==> src/shared/pin_select_map.svh <==
// register offsets, field positions, reset values and counts of the pin select block
`ifndef PIN_SELECT_MAP_SVH
`define PIN_SELECT_MAP_SVH

// byte offsets of the registers on the bus
`define OFF_GLOBAL_CFG 12'h000
`define OFF_CFG_ONE_A 12'h004
`define OFF_CFG_ONE_B 12'h008
`define OFF_CFG_TWO 12'h00c
`define OFF_CFG_INFRARED 12'h010
`define OFF_CFG_IRQ_GROUP 12'h014
`define OFF_CFG_FAN_CHASSIS 12'h018

// reset value of every select register
`define RST_CFG 8'h00

// field positions
`define POS_GLOBAL_IRQ 6
`define POS_PIN1_LO 0
`define POS_PIN25_LO 1
`define POS_PIN26 3
`define POS_PIN27_LO 4
`define POS_STBY 7
`define POS_PIN24 0
`define POS_PIN28 6
`define POS_PIN69_LO 0
`define POS_PIN71_LO 2
`define POS_PIN127_LO 6
`define POS_PIN128_LO 0

// edges after reset release before straps are taken
`define STRAP_WAIT 2'h2

`endif

==> src/shared/pin_select_pkg.sv <==
// types of the pin select block
package pin_select_pkg;

  // bus answer states
  typedef enum logic [1:0] {
    APB_IDLE = 2'b01,
    APB_DONE = 2'b10
  } apb_st_t;

  // whole state of the block
  typedef struct packed {
    apb_st_t apb;
    logic [7:0] glob;
    logic [7:0] one_a;
    logic [7:0] one_b;
    logic [7:0] two;
    logic [7:0] infra;
    logic [7:0] irqg;
    logic [7:0] fanc;
    logic [1:0] strap_s1;
    logic [1:0] strap_s2;
    logic [1:0] strap_cnt;
    logic strap_done;
    logic pready;
    logic pslverr;
    logic [31:0] prdata;
    logic [1:0] pin1_sel;
    logic [5:0] pin2_7_alt;
    logic [1:0] pin8_9_kbd;
    logic pin21_alt;
    logic [4:0] pin53_57_alt;
    logic [1:0] pin58_59_alt;
    logic pin24_alt;
    logic [1:0] pin25_sel;
    logic pin26_alt;
    logic [1:0] pin27_sel;
    logic pin28_alt;
    logic stby_alt;
    logic [1:0] pin69_sel;
    logic [1:0] pin71_sel;
    logic irq_117_124;
    logic irq_125_126;
    logic [1:0] pin127_sel;
    logic [1:0] pin128_sel;
  } state_t;

endpackage

==> src/rtl/multifunction_pin_select.sv <==
// register-controlled pin multiplexer with apb register access
//
// Design decisions made here: the address map and the APB register port.
`timescale 1ns/1ps
`default_nettype none
`include "pin_select_map.svh"

// Behaviour
// - pin 1 picks gpio, fan pwm, lock
// - pin 25 picks gpio, led 1, overtemp 2
// - pin 26 picks gpio or led 2
// - pin 27 picks gpio, ring wake, alarm
// - one bit switches standby pins 33-37
// - pin 69 picks gpio, motor, infrared 2
// - pin 71 picks gpio, drive select, infrared 3
// - global bit makes pins 117-124 interrupts
// - global bit makes pins 125-126 interrupts
// - pin 127 decodes two bits plus global
// - pin 128 picks gpio, tach, unlock
// - global bit overrides pins 117-127 fields
// - straps give initial selection after power-up
module multifunction_pin_select #(
  parameter int ADDR_W = 12
) (
  // clock and reset
  input wire logic ref_clk,
  input wire logic reset_n,
  // apb slave
  input wire logic psel,
  input wire logic penable,
  input wire logic pwrite,
  input wire logic [ADDR_W-1:0] paddr,
  input wire logic [31:0] pwdata,
  input wire logic [3:0] pstrb,
  output logic [31:0] prdata,
  output logic pready,
  output logic pslverr,
  // strap pins
  input wire logic pin_select_strap_0,
  input wire logic pin_select_strap_1,
  // pin function selects
  output logic [1:0] pin1_sel,
  output logic [5:0] pin2_7_alt,
  output logic [1:0] pin8_9_kbd,
  output logic pin21_alt,
  output logic [4:0] pin53_57_alt,
  output logic [1:0] pin58_59_alt,
  output logic pin24_alt,
  output logic [1:0] pin25_sel,
  output logic pin26_alt,
  output logic [1:0] pin27_sel,
  output logic pin28_alt,
  output logic stby_alt,
  output logic [1:0] pin69_sel,
  output logic [1:0] pin71_sel,
  output logic irq_117_124,
  output logic irq_125_126,
  output logic [1:0] pin127_sel,
  output logic [1:0] pin128_sel
);
  import pin_select_pkg::*;

  state_t st_r; // registered state
  state_t st_nxt; // next state

  // three-way field: the unlisted code 11 falls back to gpio
  function automatic logic [1:0] dec3(input logic [1:0] f);
    dec3 = (f == 2'b11) ? 2'b00 : f;
  endfunction

  // address decode: bit 3 valid, bits 2-0 register index
  function automatic logic [3:0] addr_dec(input logic [ADDR_W-1:0] a);
    unique case (a[11:0])
      `OFF_GLOBAL_CFG: addr_dec = 4'h8;
      `OFF_CFG_ONE_A: addr_dec = 4'h9;
      `OFF_CFG_ONE_B: addr_dec = 4'ha;
      `OFF_CFG_TWO: addr_dec = 4'hb;
      `OFF_CFG_INFRARED: addr_dec = 4'hc;
      `OFF_CFG_IRQ_GROUP: addr_dec = 4'hd;
      `OFF_CFG_FAN_CHASSIS: addr_dec = 4'he;
      default: addr_dec = 4'h0;
    endcase
  endfunction

  // next state
  always_comb
  begin
    logic [3:0] hit;
    logic glob_irq;
    hit = addr_dec(paddr);
    glob_irq = 1'b0;
    st_nxt = st_r;
    // strap synchroniser, first stage feeds second only
    st_nxt.strap_s1 = {pin_select_strap_1, pin_select_strap_0};
    st_nxt.strap_s2 = st_r.strap_s1;
    // apb answer: one wait cycle, then pready for one cycle
    st_nxt.pready = 1'b0;
    st_nxt.pslverr = 1'b0;
    unique case (st_r.apb)
      APB_IDLE:
      begin
        if (psel && penable)
        begin
          st_nxt.apb = APB_DONE;
          st_nxt.pready = 1'b1;
          st_nxt.pslverr = ~hit[3];
          st_nxt.prdata = 32'h0000_0000;
          // read data, upper bits zero
          if (!pwrite)
          begin
            unique case (hit)
              4'h8: st_nxt.prdata[7:0] = st_r.glob;
              4'h9: st_nxt.prdata[7:0] = st_r.one_a;
              4'ha: st_nxt.prdata[7:0] = st_r.one_b;
              4'hb: st_nxt.prdata[7:0] = st_r.two;
              4'hc: st_nxt.prdata[7:0] = st_r.infra;
              4'hd: st_nxt.prdata[7:0] = st_r.irqg;
              4'he: st_nxt.prdata[7:0] = st_r.fanc;
              default: st_nxt.prdata[7:0] = 8'h00;
            endcase
          end
        end
      end
      APB_DONE:
      begin
        st_nxt.apb = APB_IDLE;
        // write lands at the edge that samples pready high
        if (psel && penable && pwrite && pstrb[0])
        begin
          unique case (hit)
            4'h8: st_nxt.glob = pwdata[7:0];
            4'h9: st_nxt.one_a = pwdata[7:0];
            4'ha: st_nxt.one_b = pwdata[7:0];
            4'hb: st_nxt.two = pwdata[7:0];
            4'hc: st_nxt.infra = pwdata[7:0];
            4'hd: st_nxt.irqg = pwdata[7:0];
            4'he: st_nxt.fanc = pwdata[7:0];
            default: st_nxt.glob = st_r.glob;
          endcase
        end
      end
      default: st_nxt.apb = APB_IDLE;
    endcase
    // straps are taken once, after they have settled
    if (!st_r.strap_done)
    begin
      if (st_r.strap_cnt == `STRAP_WAIT)
      begin
        st_nxt.strap_done = 1'b1;
        st_nxt.two[`POS_PIN25_LO+1:`POS_PIN25_LO] = {1'b0, st_r.strap_s2[0]};
        st_nxt.two[`POS_PIN26] = st_r.strap_s2[0];
        st_nxt.two[`POS_STBY] = st_r.strap_s2[1];
      end
      else
      begin
        st_nxt.strap_cnt = st_r.strap_cnt + 2'h1;
      end
    end
    // pin routing from the current field values
    glob_irq = st_r.glob[`POS_GLOBAL_IRQ];
    st_nxt.pin1_sel = dec3(st_r.one_a[`POS_PIN1_LO+1:`POS_PIN1_LO]);
    st_nxt.pin2_7_alt = st_r.one_a[7:2];
    st_nxt.pin8_9_kbd = st_r.one_b[1:0];
    st_nxt.pin21_alt = st_r.one_b[2];
    st_nxt.pin53_57_alt = {st_r.one_b[7:5], st_r.one_b[5:4]};
    st_nxt.pin58_59_alt = st_r.infra[1:0];
    st_nxt.pin24_alt = st_r.two[`POS_PIN24];
    st_nxt.pin28_alt = st_r.two[`POS_PIN28];
    st_nxt.pin25_sel = dec3(st_r.two[`POS_PIN25_LO+1:`POS_PIN25_LO]);
    st_nxt.pin26_alt = st_r.two[`POS_PIN26];
    st_nxt.pin27_sel = dec3(st_r.two[`POS_PIN27_LO+1:`POS_PIN27_LO]);
    st_nxt.stby_alt = st_r.two[`POS_STBY];
    st_nxt.pin69_sel = dec3(st_r.irqg[`POS_PIN69_LO+1:`POS_PIN69_LO]);
    st_nxt.pin71_sel = dec3(st_r.irqg[`POS_PIN71_LO+1:`POS_PIN71_LO]);
    // the local bit alone is an unlisted code and keeps gpio
    st_nxt.irq_117_124 = glob_irq;
    st_nxt.irq_125_126 = glob_irq;
    // pin 127: global bit first, then 00 gpio, 01 keyboard, 10 infrared
    if (glob_irq)
    begin
      st_nxt.pin127_sel = 2'h3;
    end
    else
    begin
      st_nxt.pin127_sel = dec3(st_r.irqg[`POS_PIN127_LO+1:`POS_PIN127_LO]);
    end
    // pin 128: 10 tach, 11 unlock, others gpio
    unique case (st_r.fanc[`POS_PIN128_LO+1:`POS_PIN128_LO])
      2'b10: st_nxt.pin128_sel = 2'h1;
      2'b11: st_nxt.pin128_sel = 2'h2;
      default: st_nxt.pin128_sel = 2'h0;
    endcase
  end

  // state register
  always_ff @(posedge ref_clk or negedge reset_n)
  begin
    if (!reset_n)
    begin
      st_r <= '0;
      st_r.apb <= APB_IDLE;
      st_r.glob <= `RST_CFG;
      st_r.one_a <= `RST_CFG;
      st_r.one_b <= `RST_CFG;
      st_r.two <= `RST_CFG;
      st_r.infra <= `RST_CFG;
      st_r.irqg <= `RST_CFG;
      st_r.fanc <= `RST_CFG;
    end
    else
    begin
      st_r <= st_nxt;
    end
  end

  // outputs straight from the state register
  assign prdata = st_r.prdata;
  assign pready = st_r.pready;
  assign pslverr = st_r.pslverr;
  assign pin1_sel = st_r.pin1_sel;
  assign pin2_7_alt = st_r.pin2_7_alt;
  assign pin8_9_kbd = st_r.pin8_9_kbd;
  assign pin21_alt = st_r.pin21_alt;
  assign pin53_57_alt = st_r.pin53_57_alt;
  assign pin58_59_alt = st_r.pin58_59_alt;
  assign pin24_alt = st_r.pin24_alt;
  assign pin25_sel = st_r.pin25_sel;
  assign pin26_alt = st_r.pin26_alt;
  assign pin27_sel = st_r.pin27_sel;
  assign pin28_alt = st_r.pin28_alt;
  assign stby_alt = st_r.stby_alt;
  assign pin69_sel = st_r.pin69_sel;
  assign pin71_sel = st_r.pin71_sel;
  assign irq_117_124 = st_r.irq_117_124;
  assign irq_125_126 = st_r.irq_125_126;
  assign pin127_sel = st_r.pin127_sel;
  assign pin128_sel = st_r.pin128_sel;
endmodule
`default_nettype wire

==> config.mk <==
export PLATFORM = sky130hd
export DESIGN_NAME = multifunction_pin_select
export DESIGN_NICKNAME = d
export VERILOG_FILES = /design/src/shared/pin_select_pkg.sv /design/src/rtl/multifunction_pin_select.sv
export VERILOG_INCLUDE_DIRS = /design/src /design/src/shared
export SDC_FILE = /design/constraint.sdc
export NUM_CORES = 1
export LEC_CHECK = 0
export BUFFER_PORTS_ARGS = -buffer_cell sky130_fd_sc_hd__clkbuf_2
export CAP_MARGIN = 20
export CORE_MARGIN = 4
export CORE_UTILIZATION = 53
export CTS_CLUSTER_DIAMETER = 60
export CTS_CLUSTER_SIZE = 20
export DETAILED_ROUTE_END_ITERATION = 8
export PLACE_DENSITY = 0.8
export SKIP_CTS_REPAIR_TIMING = 1
export SLEW_MARGIN = 20
export SYNTH_ARGS = -nofsm -noshare
export SYNTH_HDL_FRONTEND = slang
export SYNTH_SLANG_ARGS = --single-unit
==> constraint.sdc <==
create_clock -name ref_clk -period 2.6 [get_ports ref_clk]
set_clock_uncertainty 0.05 [all_clocks]
set_input_delay 0.52 -clock ref_clk [delete_from_list [all_inputs] [get_ports ref_clk]]
set_output_delay 0.52 -clock ref_clk [all_outputs]
set_load 0.005 [all_outputs]
Yosys cells after proc, flatten, opt, wreduce, memory -nomap -nowiden --
Cells that the tools add are included.
Storage, ports and cells: register bits after elaboration 110, bits in latches 0, memory bits (writable) 0, bits in read-only memories 0, word-level logic and storage cells 102, memories 0
Cells by class: add/sub/neg operators 1, $mul 0, divide/modulo/power cells 0, magnitude comparators 0, equality and inequality tests 25, shift operators 0, multiplexer cells 27, bitwise gates (word level) 3, reduce and logical (&&, ||, !) cells 13
Operator list (count):
- $mux 34 | 2
- $mux 32 | 2
- $pmux 8 s7 | 1
- $mux 8 | 5
- $eq 12x5->1 const B | 3
- $eq 4x4->1 const B | 7
- $pmux 4 s7 | 1
- $eq 12x4->1 const B | 2
- $reduce_and 3->1 | 7
- $eq 2x2->1 const B | 10
- $mux 2 | 9
- $eq 12x3->1 const B | 1
- $logic_not 12->1 | 1
- $mux 3 | 2
- $mux 1 | 4
- $pmux 2 s2 | 1
- $reduce_and 2->1 | 2
- $logic_and 1x1->1 | 3
- $not 1->1 | 3
- $add 2x1->2 const B | 1
- $eq 2x1->1 const B | 1
- $ne 2x2->1 const B | 1

Logic depth before layout (Yosys ltp) --
Gate-level depths: netlist (run 1).
depth in word-level cells 8, mapped depth 6, mapped depth without buffers 5

Least setup slack after synthesis (run 1) --
Ideal clock, no wire load.
path type input to register, from input port paddr[1], to register st_r (netlist bit st_nxt[18]), setup time 125 ps, arrival time 2396 ps, required time 2425 ps, slack 29 ps, stages 5, cell sequence or4_4 > or3_1 > buf_6 > nor4_4 > mux2_2
On the way: cells in the longest elaborated chain, start to end 4, elaborated cells between the ends (all ways) 10, those cells by class 7 x eq/ne; 1 x mux; 2 x reduce/logical
Ends and longest elaborated chain:
- start: declaration | RTL line multifunction_pin_select.sv:32 | input wire logic [ADDR_W-1:0] paddr,
- $eq 12x5->1, or another cell as far along | RTL line multifunction_pin_select.sv:73 | unique case (a[11:0])
- $pmux 4 s7 * | RTL line multifunction_pin_select.sv:73
- $eq 4x4->1 * | RTL line multifunction_pin_select.sv:130 | unique case (hit)
- $reduce_and 3->1 (no source line) *
- end signal: assignment | RTL line multifunction_pin_select.sv:212 | st_r <= st_nxt;
- end: declaration | RTL line multifunction_pin_select.sv:63 | state_t st_r;
Every way passes the cells marked *; elsewhere a longest branch is shown, timed or not. A chain may end at the register's enable or synchronous reset.

Final worst setup path (run 1) --
from input port paddr[1], to register st_r (netlist bit st_nxt[33])
The elaborated chain is that of the path after synthesis.

==> metrics, run 1 <==
outcome finished clean; layout cells sized above 1 between 40% and 50%; #FFs+latches synth around 110; top_reg_cell synth dfrtp_1; crit path capture type register; leak pwr 2.83 nW; # fillers between 600 and 700; gr usage total 18.8%; worst-margin pin slew approximately 0.64 ns; top cells by area, synth dfrtp_1 56%, mux2_2 12%, buf_4 9.7%, mux2i_1 4.4%, nor2b_1 1.8%; area added between synthesis and finish 12.1%; CTS tree done; reg2reg end st_r[90]; Critical Path RT ~2.8 ns; Yosys cell types 43; grt ovf 0; overall power of the completed layout 3.07 mW; RR Startpoint st_r[133]; cell area power density 571 nW/um^2; Post-synth EDFFs 0; initial antenna violation count 0; largest net degree at the start of global routing 52; initial core utilization roughly 55%; relative slew slack 57.4%; Tmin final 2.42 ns; drt total wl 9360 um; vias per inst 5.29; detailed-route via count 2893; ANT cells 0; critical path class in2reg; # IOs ~130; Clock Latency Late Sink 0.36 ns; worst setup path endpoint st_nxt[33]; Clk pin slew, worst setup/hold paths roughly 0.1 ns; Setup violations, final 0; Reg2Reg Depth 7; worst path arrival time 2.62 ns; DP HPWL 6910 um; DIE HEIGHT roughly 100 um; antenna-violating nets left 0; RSZ-0062 raised after global routing false; Die X 103 um; Die ar. 10600 um^2; Buffers on Ports 73; share of the synthesized area in the top cell type 56.4%; DP Area 5130 um^2; pre-CTS setup slack -0.192 ns; sequential share of the synthesized area 57.0%; synth cell count leaders 108 x dfrtp_1, 62 x buf_4, 53 x mux2_2; nets@finish 490; max_cap viols 0; max frequency ~0.41 GHz; flop-to-flop setup slack 0.71 ns; count leader, synth dfrtp_1; Mapped Area 4790 um^2; CTS Buf Count 9; Total Neg Setup Slack 0 ns; first-pass GRT wire length 15100 um; Root Driver clkbuf_8; maximum VDD drop approximately 0.00037 V; Crit. Startpoint paddr[1]; number of global-route vias before repair ~3000; core area 8760 um^2; Mapped Cells 369; Hold Crit Class in2async; final instance area 5370 um^2; Hold Vio Cnt, Final 0; post-route clock period utilization approximately 93%; H-tree levels 3; synth warn 0; post-synth top area cell dfrtp_1; Avg Cell Area, Syn 13.0 um^2; Rows 34; gp weighted congestion between 0.8 and 0.9; CTS Sinks approximately 110; max-slew violation count 0; wire length per cell 17.1 um; drt first pass iters 5; Startpoint Class input pin; CTS max path bufs 2; asr flop ratio synth 100%; worst-path fanout max 7; setup ws final 0.179 ns; initial DRC count 137; DRC violations left 0
-- how the worst min path moves through the flow --
stage / startpoint / end / slack [ns] / depth (start not counted)
6_report: reset_n / st_r[102] / 0.12 / 1
3_3_place_gp: st_nxt[73] / st_r[73] / 0.28 / 0
4_1_cts: reset_n / st_r[102] / 0.13 / 1
5_1_grt: reset_n / st_r[102] / 0.15 / 1
2_1_floorplan: reset_n / irq_125_126 / 0.17 / 0
3_5_place_dp: st_nxt[74] / st_r[74] / 0.28 / 0
-- worst max-delay path, cell delays in order --
cell	delay [ns]
clkbuf_2	0.09
or4_4	0.54
or3_1	0.38
buf_4	0.21
nor4_4	0.31
buf_4	0.23
mux2_2	0.34
-- state kept, by name, summed over array words and instances (netlist names), 4 cells and up --
| register | flops |
|---|---|
| pin53_57_alt | 4 |
| st_r | 43 |
| st_nxt | 22 |
| prdata | 8 |
| pin2_7_alt | 6 |
-- stage by stage --
step           std cells  util (%)  hold slack [ns]
6_report             547      61.3            0.122
5_1_grt              547      61.3            0.151
4_1_cts              547      61.3            0.132
3_5_place_dp         531      58.5            0.285
3_3_place_gp         531      58.5            0.283
2_1_floorplan        392         -            0.174
-- layer usage --
metal  wire [um]  part of all wire, %  track usage [%]
met1        3980                   43             25.4
met4          88                 0.94             5.98
met3         598                  6.4             3.99
met5           0                    0                0
met2        4690                   50             30.4
-- logic make-up after synthesis --
group	Yosys count	synth area share, %
flip-flops	109	57.0
adder cells (fa/ha/maj)	1	0.261
buffers and inverters	79	11.2
multiplexers	76	17.3
XOR/XNOR	1	0.183
AND/OR/NAND/NOR	62	8.52
other	1	0.0783
AO/OA/AOI/OAI	40	5.46
-- report_power, final --
group | switching, mW | internal [mW] | total, mW
registers | 0.00524 | 1.71 | 1.71
logic | 0.104 | 0.0494 | 0.154
clock network | 0.555 | 0.649 | 1.20
total | 0.664 | 2.40 | 3.07
-- final cells by class --
type | instances | area [um^2] | share of cell area, %
inverters | 5 | 18.8 | 0.349
repair buffers | 105 | 633 | 11.8
well taps | 108 | 135 | 2.52
flip-flops and latches | 109 | 2730 | 50.8
multi-input cells | 204 | 1610 | 30.0
clock inverters | 6 | 116 | 2.17
clock buffers | 10 | 128 | 2.38
-- cells in the final DEF, fill, tap and decap left out, drive strengths merged, types with 3 or more instances in the layout --
master    n
nand2    12
a21oi     7
nor3      5
nand2b    4
nand3     4
nor2b    14
mux2     55
conb     24
mux2i    21
a211oi    6
o22ai     6
inv       7
clkbuf   82
buf      33
dfrtp   108
nor4      4
nor2      9
o21ai     9
bufinv    3
Note: power is estimated with default switching activity, not from simulation.
==> run 2: changes to the inputs <==
CORE_MARGIN = default   (was 4)
PLACE_DENSITY = 0.83   (was 0.8)
==> metrics, run 2 (synthesized netlist as in run 1, its figures left out) <==
area added between synthesis and finish 11.0%; antenna-violating nets left 0; Hold Crit Class in2async; max-slew violation count 0; H-tree levels 3; Largest Register st_r; CTS max path bufs 2; Setup violations, final 0; max_cap viols 0; reg2reg end st_r[88]; met1 Track Usage GR 28.1%; layout cells sized above 1 40.8%; RSZ-0062 raised after global routing false; initial core utilization 54.9%; drt first pass iters 4; CTS tree done; # IOs approximately 130; Worst path slowest cell or4_4; Clk network pwr share between 30% and 40%; Root Driver clkbuf_8; cell area power density about 540 nW/um^2; met3 usage 5.76%; Buf/Inv on CP 3; Net Sw Frac 22.9%; most common cell after layout, fill and taps aside dfrtp_1; Die X approximately 97 um; detailed-route via count 2940; relative slew slack 63.9%; CTS Sinks 109; DIE HEIGHT 97.1 um; worst-path fanout max 9; grt ovf 0; Cell Chain, Critical Path clkbuf_2 -> or4_4 -> or3_1 -> buf_4 -> nor4_4 -> buf_4 -> mux2_2; maximum VDD drop 0.000339 V; initial DRC count 154; max frequency ~0.43 GHz; DP HPWL 6640 um; CTS Buf Count 9; worst path arrival time around 2.6 ns; Reg2Reg Depth 7; vias per inst 5.40; Int Power 2.23 mW; Final Util between 60 and 70%; gr usage total 21.0%; ANT cells 0; critical path class in2reg; commonest non-fill, non-tap cells in the layout 108 x dfrtp_1, 72 x clkbuf_2, 53 x mux2_2; share of power burned in registers 59.2%; Crit path depth 7; # fillers 654; outcome finished clean; max incr delay on CP ~0.53 ns; nets@finish approximately 490; first-pass GRT wire length 15400 um; gp weighted congestion a little under 0.9; initial antenna violation count 0; crit path capture type register; CP delay by family, top simple AND/OR/NAND/NOR gates; Logic pwr share under 10%; flop-to-flop setup slack 0.72 ns; Critical Path RT 2.81 ns; core area 8720 um^2; Buffers on Ports 73; Rows 34; wire length per cell approximately 17 um; Tmin final about 2.3 ns; drt total wl 9250 um; Top Usage Layer GRT met2; largest net degree at the start of global routing 44; Clk pin slew, worst setup/hold paths 0.09 ns; leak pwr 2.79 nW; Clock Latency Late Sink 0.37 ns; Hold Slack 0.0785 ns; GR Layer Usage met2 33.4%; post-route clock period utilization 90.1%; RR Startpoint st_r[133]; CP most frequent cell buf_4; number of global-route vias before repair 2988; Hold Vio Cnt, Final 0; DRC violations left 0; Die ar. 9420 um^2; Startpoint Class input pin; switching pwr 0.660 mW; Largest register FFs 43; worst-margin pin slew around 0.54 ns
[run 2: worst max-delay path by stage]
stage	start	to
global route	paddr[1]	st_nxt[30]
floorplan	paddr[1]	st_nxt[18]
CTS	paddr[1]	st_nxt[30]
finish	paddr[1]	st_nxt[30]
global placement	paddr[1]	st_nxt[28]
detailed placement	paddr[1]	st_nxt[30]
[run 2: worst register-to-register path: cells and delay by family (launching register included)]
kind | cells | cell delay (ns)
mux | 1 | 0.34
flops | 1 | 0.54
simple gates | 4 | 0.44
buf+inv | 2 | 0.38
[run 2: metrics by stage]
step	instance area, um^2	TNS, ns	cells	total power [mW]	setup WS [ns]
final	5320	0	544	2.89	0.257
after global routing	5320	0	544	3.00	0.184
after CTS	5320	0	544	2.91	0.274
after detailed placement	5120	-2.17	528	1.90	-0.124
after global placement	5120	-1.24	528	1.89	-0.0943
after floorplan	4880	0	392	1.83	0.0290
[run 2: area by class of cell]
cell class | count | area (um^2) | share of cell area, %
timing repair buffer | 102 | 623 | 11.7
clock buffer | 11 | 141 | 2.66
sequential | 109 | 2730 | 51.3
inverter | 5 | 18.8 | 0.353
tap | 108 | 135 | 2.54
multi-input combinational | 204 | 1610 | 30.3
clock inverter | 5 | 58.8 | 1.11
[run 2: power by group through the flow]
stage / sequential [mW] / combinational (mW) / clock [mW]
after CTS: 1.71 / 0.154 / 1.05
after global routing: 1.71 / 0.170 / 1.11
after detailed placement: 1.74 / 0.154 / 0
after global placement: 1.74 / 0.150 / 0
after floorplan: 1.74 / 0.0824 / 0
final: 1.71 / 0.153 / 1.03
[run 2: layer usage]
layer  up-vias  wire (um)
met5         -          0
met4         0        138
met3        14        630
met2       111       4510
met1      1495       3970
li1       1320          -
==> run 3: changes to the inputs <==
clock period = 2.2 ns   (was 2.6 ns; I/O delays follow)
==> metrics, run 3 (synthesized netlist as in run 1, its figures left out) <==
number of global-route vias before repair 2984; DRC violations left 0; Finished Layout Cells 539; most common cell after layout, fill and taps aside dfrtp_1; Hold Slack a little over 0.005 ns; Logic pwr share roughly 5.2%; core area approximately 8700 um^2; grt ovf 0; Final Util between 60% and 70%; Critical Path RT 2.41 ns; Net Sw Frac 21.8%; detailed-route via count about 2900; Hold Crit Class in2async; Largest register FFs 43; Die X 97.1 um; largest net degree at the start of global routing 43; register area 2730 um^2; Total Neg Setup Slack 0 ns; vias per inst about 5.4; CP delay by family, top simple AND/OR/NAND/NOR gates; outcome finished clean; max-slew violation count 0; Worst path slowest cell or4_4; dpl cells 524; Rows 34; initial core utilization 54.9%; pre-CTS setup slack -0.373 ns; initial antenna violation count 0; Clk network pwr share 37.3%; initial DRC count 119; RSZ-0062 raised after global routing false; nets@finish 483; Buffers on Ports 73; # IOs 125; overall power of the completed layout 3.52 mW; layout cells sized above 1 around two fifths; leak pwr 2.79 nW; DP HPWL 6480 um; commonest non-fill, non-tap cells in the layout 108 x dfrtp_1, 72 x clkbuf_2, 52 x mux2_2; first-pass GRT wire length between 10000 and 15000 um; CTS max path bufs 2; switching pwr 0.768 mW; Int Power 2.75 mW; Clock Latency Late Sink 0.36 ns; share of power burned in registers about 57%; setup ws final 0.0563 ns; Hold Vio Cnt, Final 0; max frequency between 0.4 and 0.5 GHz; gp weighted congestion 0.843; Root Driver clkbuf_8; antenna-violating nets left 0; # fillers between 600 and 700; CTS Buf Count 9; critical path class in2reg; maximum VDD drop roughly 0.00054 V; ANT cells 0; post-route clock period utilization 97.4%; max incr delay on CP roughly 0.53 ns; Die ar. 9420 um^2; gr usage total 19.8%; Largest Register st_r; Setup violations, final 0; Cell Chain, Critical Path clkbuf_2 -> or4_4 -> or3_1 -> buf_6 -> nor3b_4 -> buf_4 -> mux2_2; DP Area around 5000 um^2; CTS tree done; final instance area around 5300 um^2; cell area power density 660 nW/um^2; relative slew slack 64.1%; Tmin final 2.14 ns; worst path arrival time around 2.4 ns; worst-path fanout max 9; worst-margin pin slew 0.538 ns; H-tree levels 3; area added between synthesis and finish 11.3%; Buf/Inv on CP 3; DIE HEIGHT approximately 97 um; drt total wl 8810 um; crit path capture type register; Clk pin slew, worst setup/hold paths 0.09 ns; area of the multi-input gates between 1500 and 2000 um^2; CTS Sinks 109; wire length per cell 16.3 um; Startpoint Class input pin; max_cap viols 0; drt first pass iters 4
-- run 3: final timing paths --
| kind | start | endpoint | slack [ns] | cells after the start |
|---|---|---|---|---|
| max reg2reg | st_r[133] | st_r[95] | 0.34 | 6 |
| max in group asynchronous | reset_n | st_r[133] | 1.44 | 2 |
| min | reset_n | pin8_9_kbd[1] | 0.005 | 1 |
| max | paddr[1] | st_r[126] | 0.06 | 7 |
| min reg2reg | st_nxt[73] | st_r[73] | 0.31 | 0 |
| min in group ref_clk | pin_select_strap_0 | st_nxt[73] | 0.12 | 1 |
-- run 3: final cells by class --
cell class,count,share of cell area [%]
tap,108,2.54
inverter,5,0.352
clock inverter,5,1.57
timing repair buffer,98,11.2
multi-input combinational,204,30.6
sequential,109,51.2
clock buffer,10,2.58
-- run 3: routing by layer --
layer  global-route usage (%)  routed length [um]  up-vias
li1                         -                   -     1312
met3                     5.25                 462       15
met5                        0                   0        -
met2                     33.2                4480       99
met1                     25.5                3740     1499
met4                     5.28                 125        0
-- run 3: power groups by stage --
stage | clock [mW] | combinational [mW] | sequential, mW
CTS | 1.35 | 0.186 | 2.02
floorplan | 0 | 0.0980 | 2.06
detailed placement | 0 | 0.185 | 2.06
global route | 1.42 | 0.205 | 2.02
finish | 1.31 | 0.184 | 2.02
global placement | 0 | 0.179 | 2.06
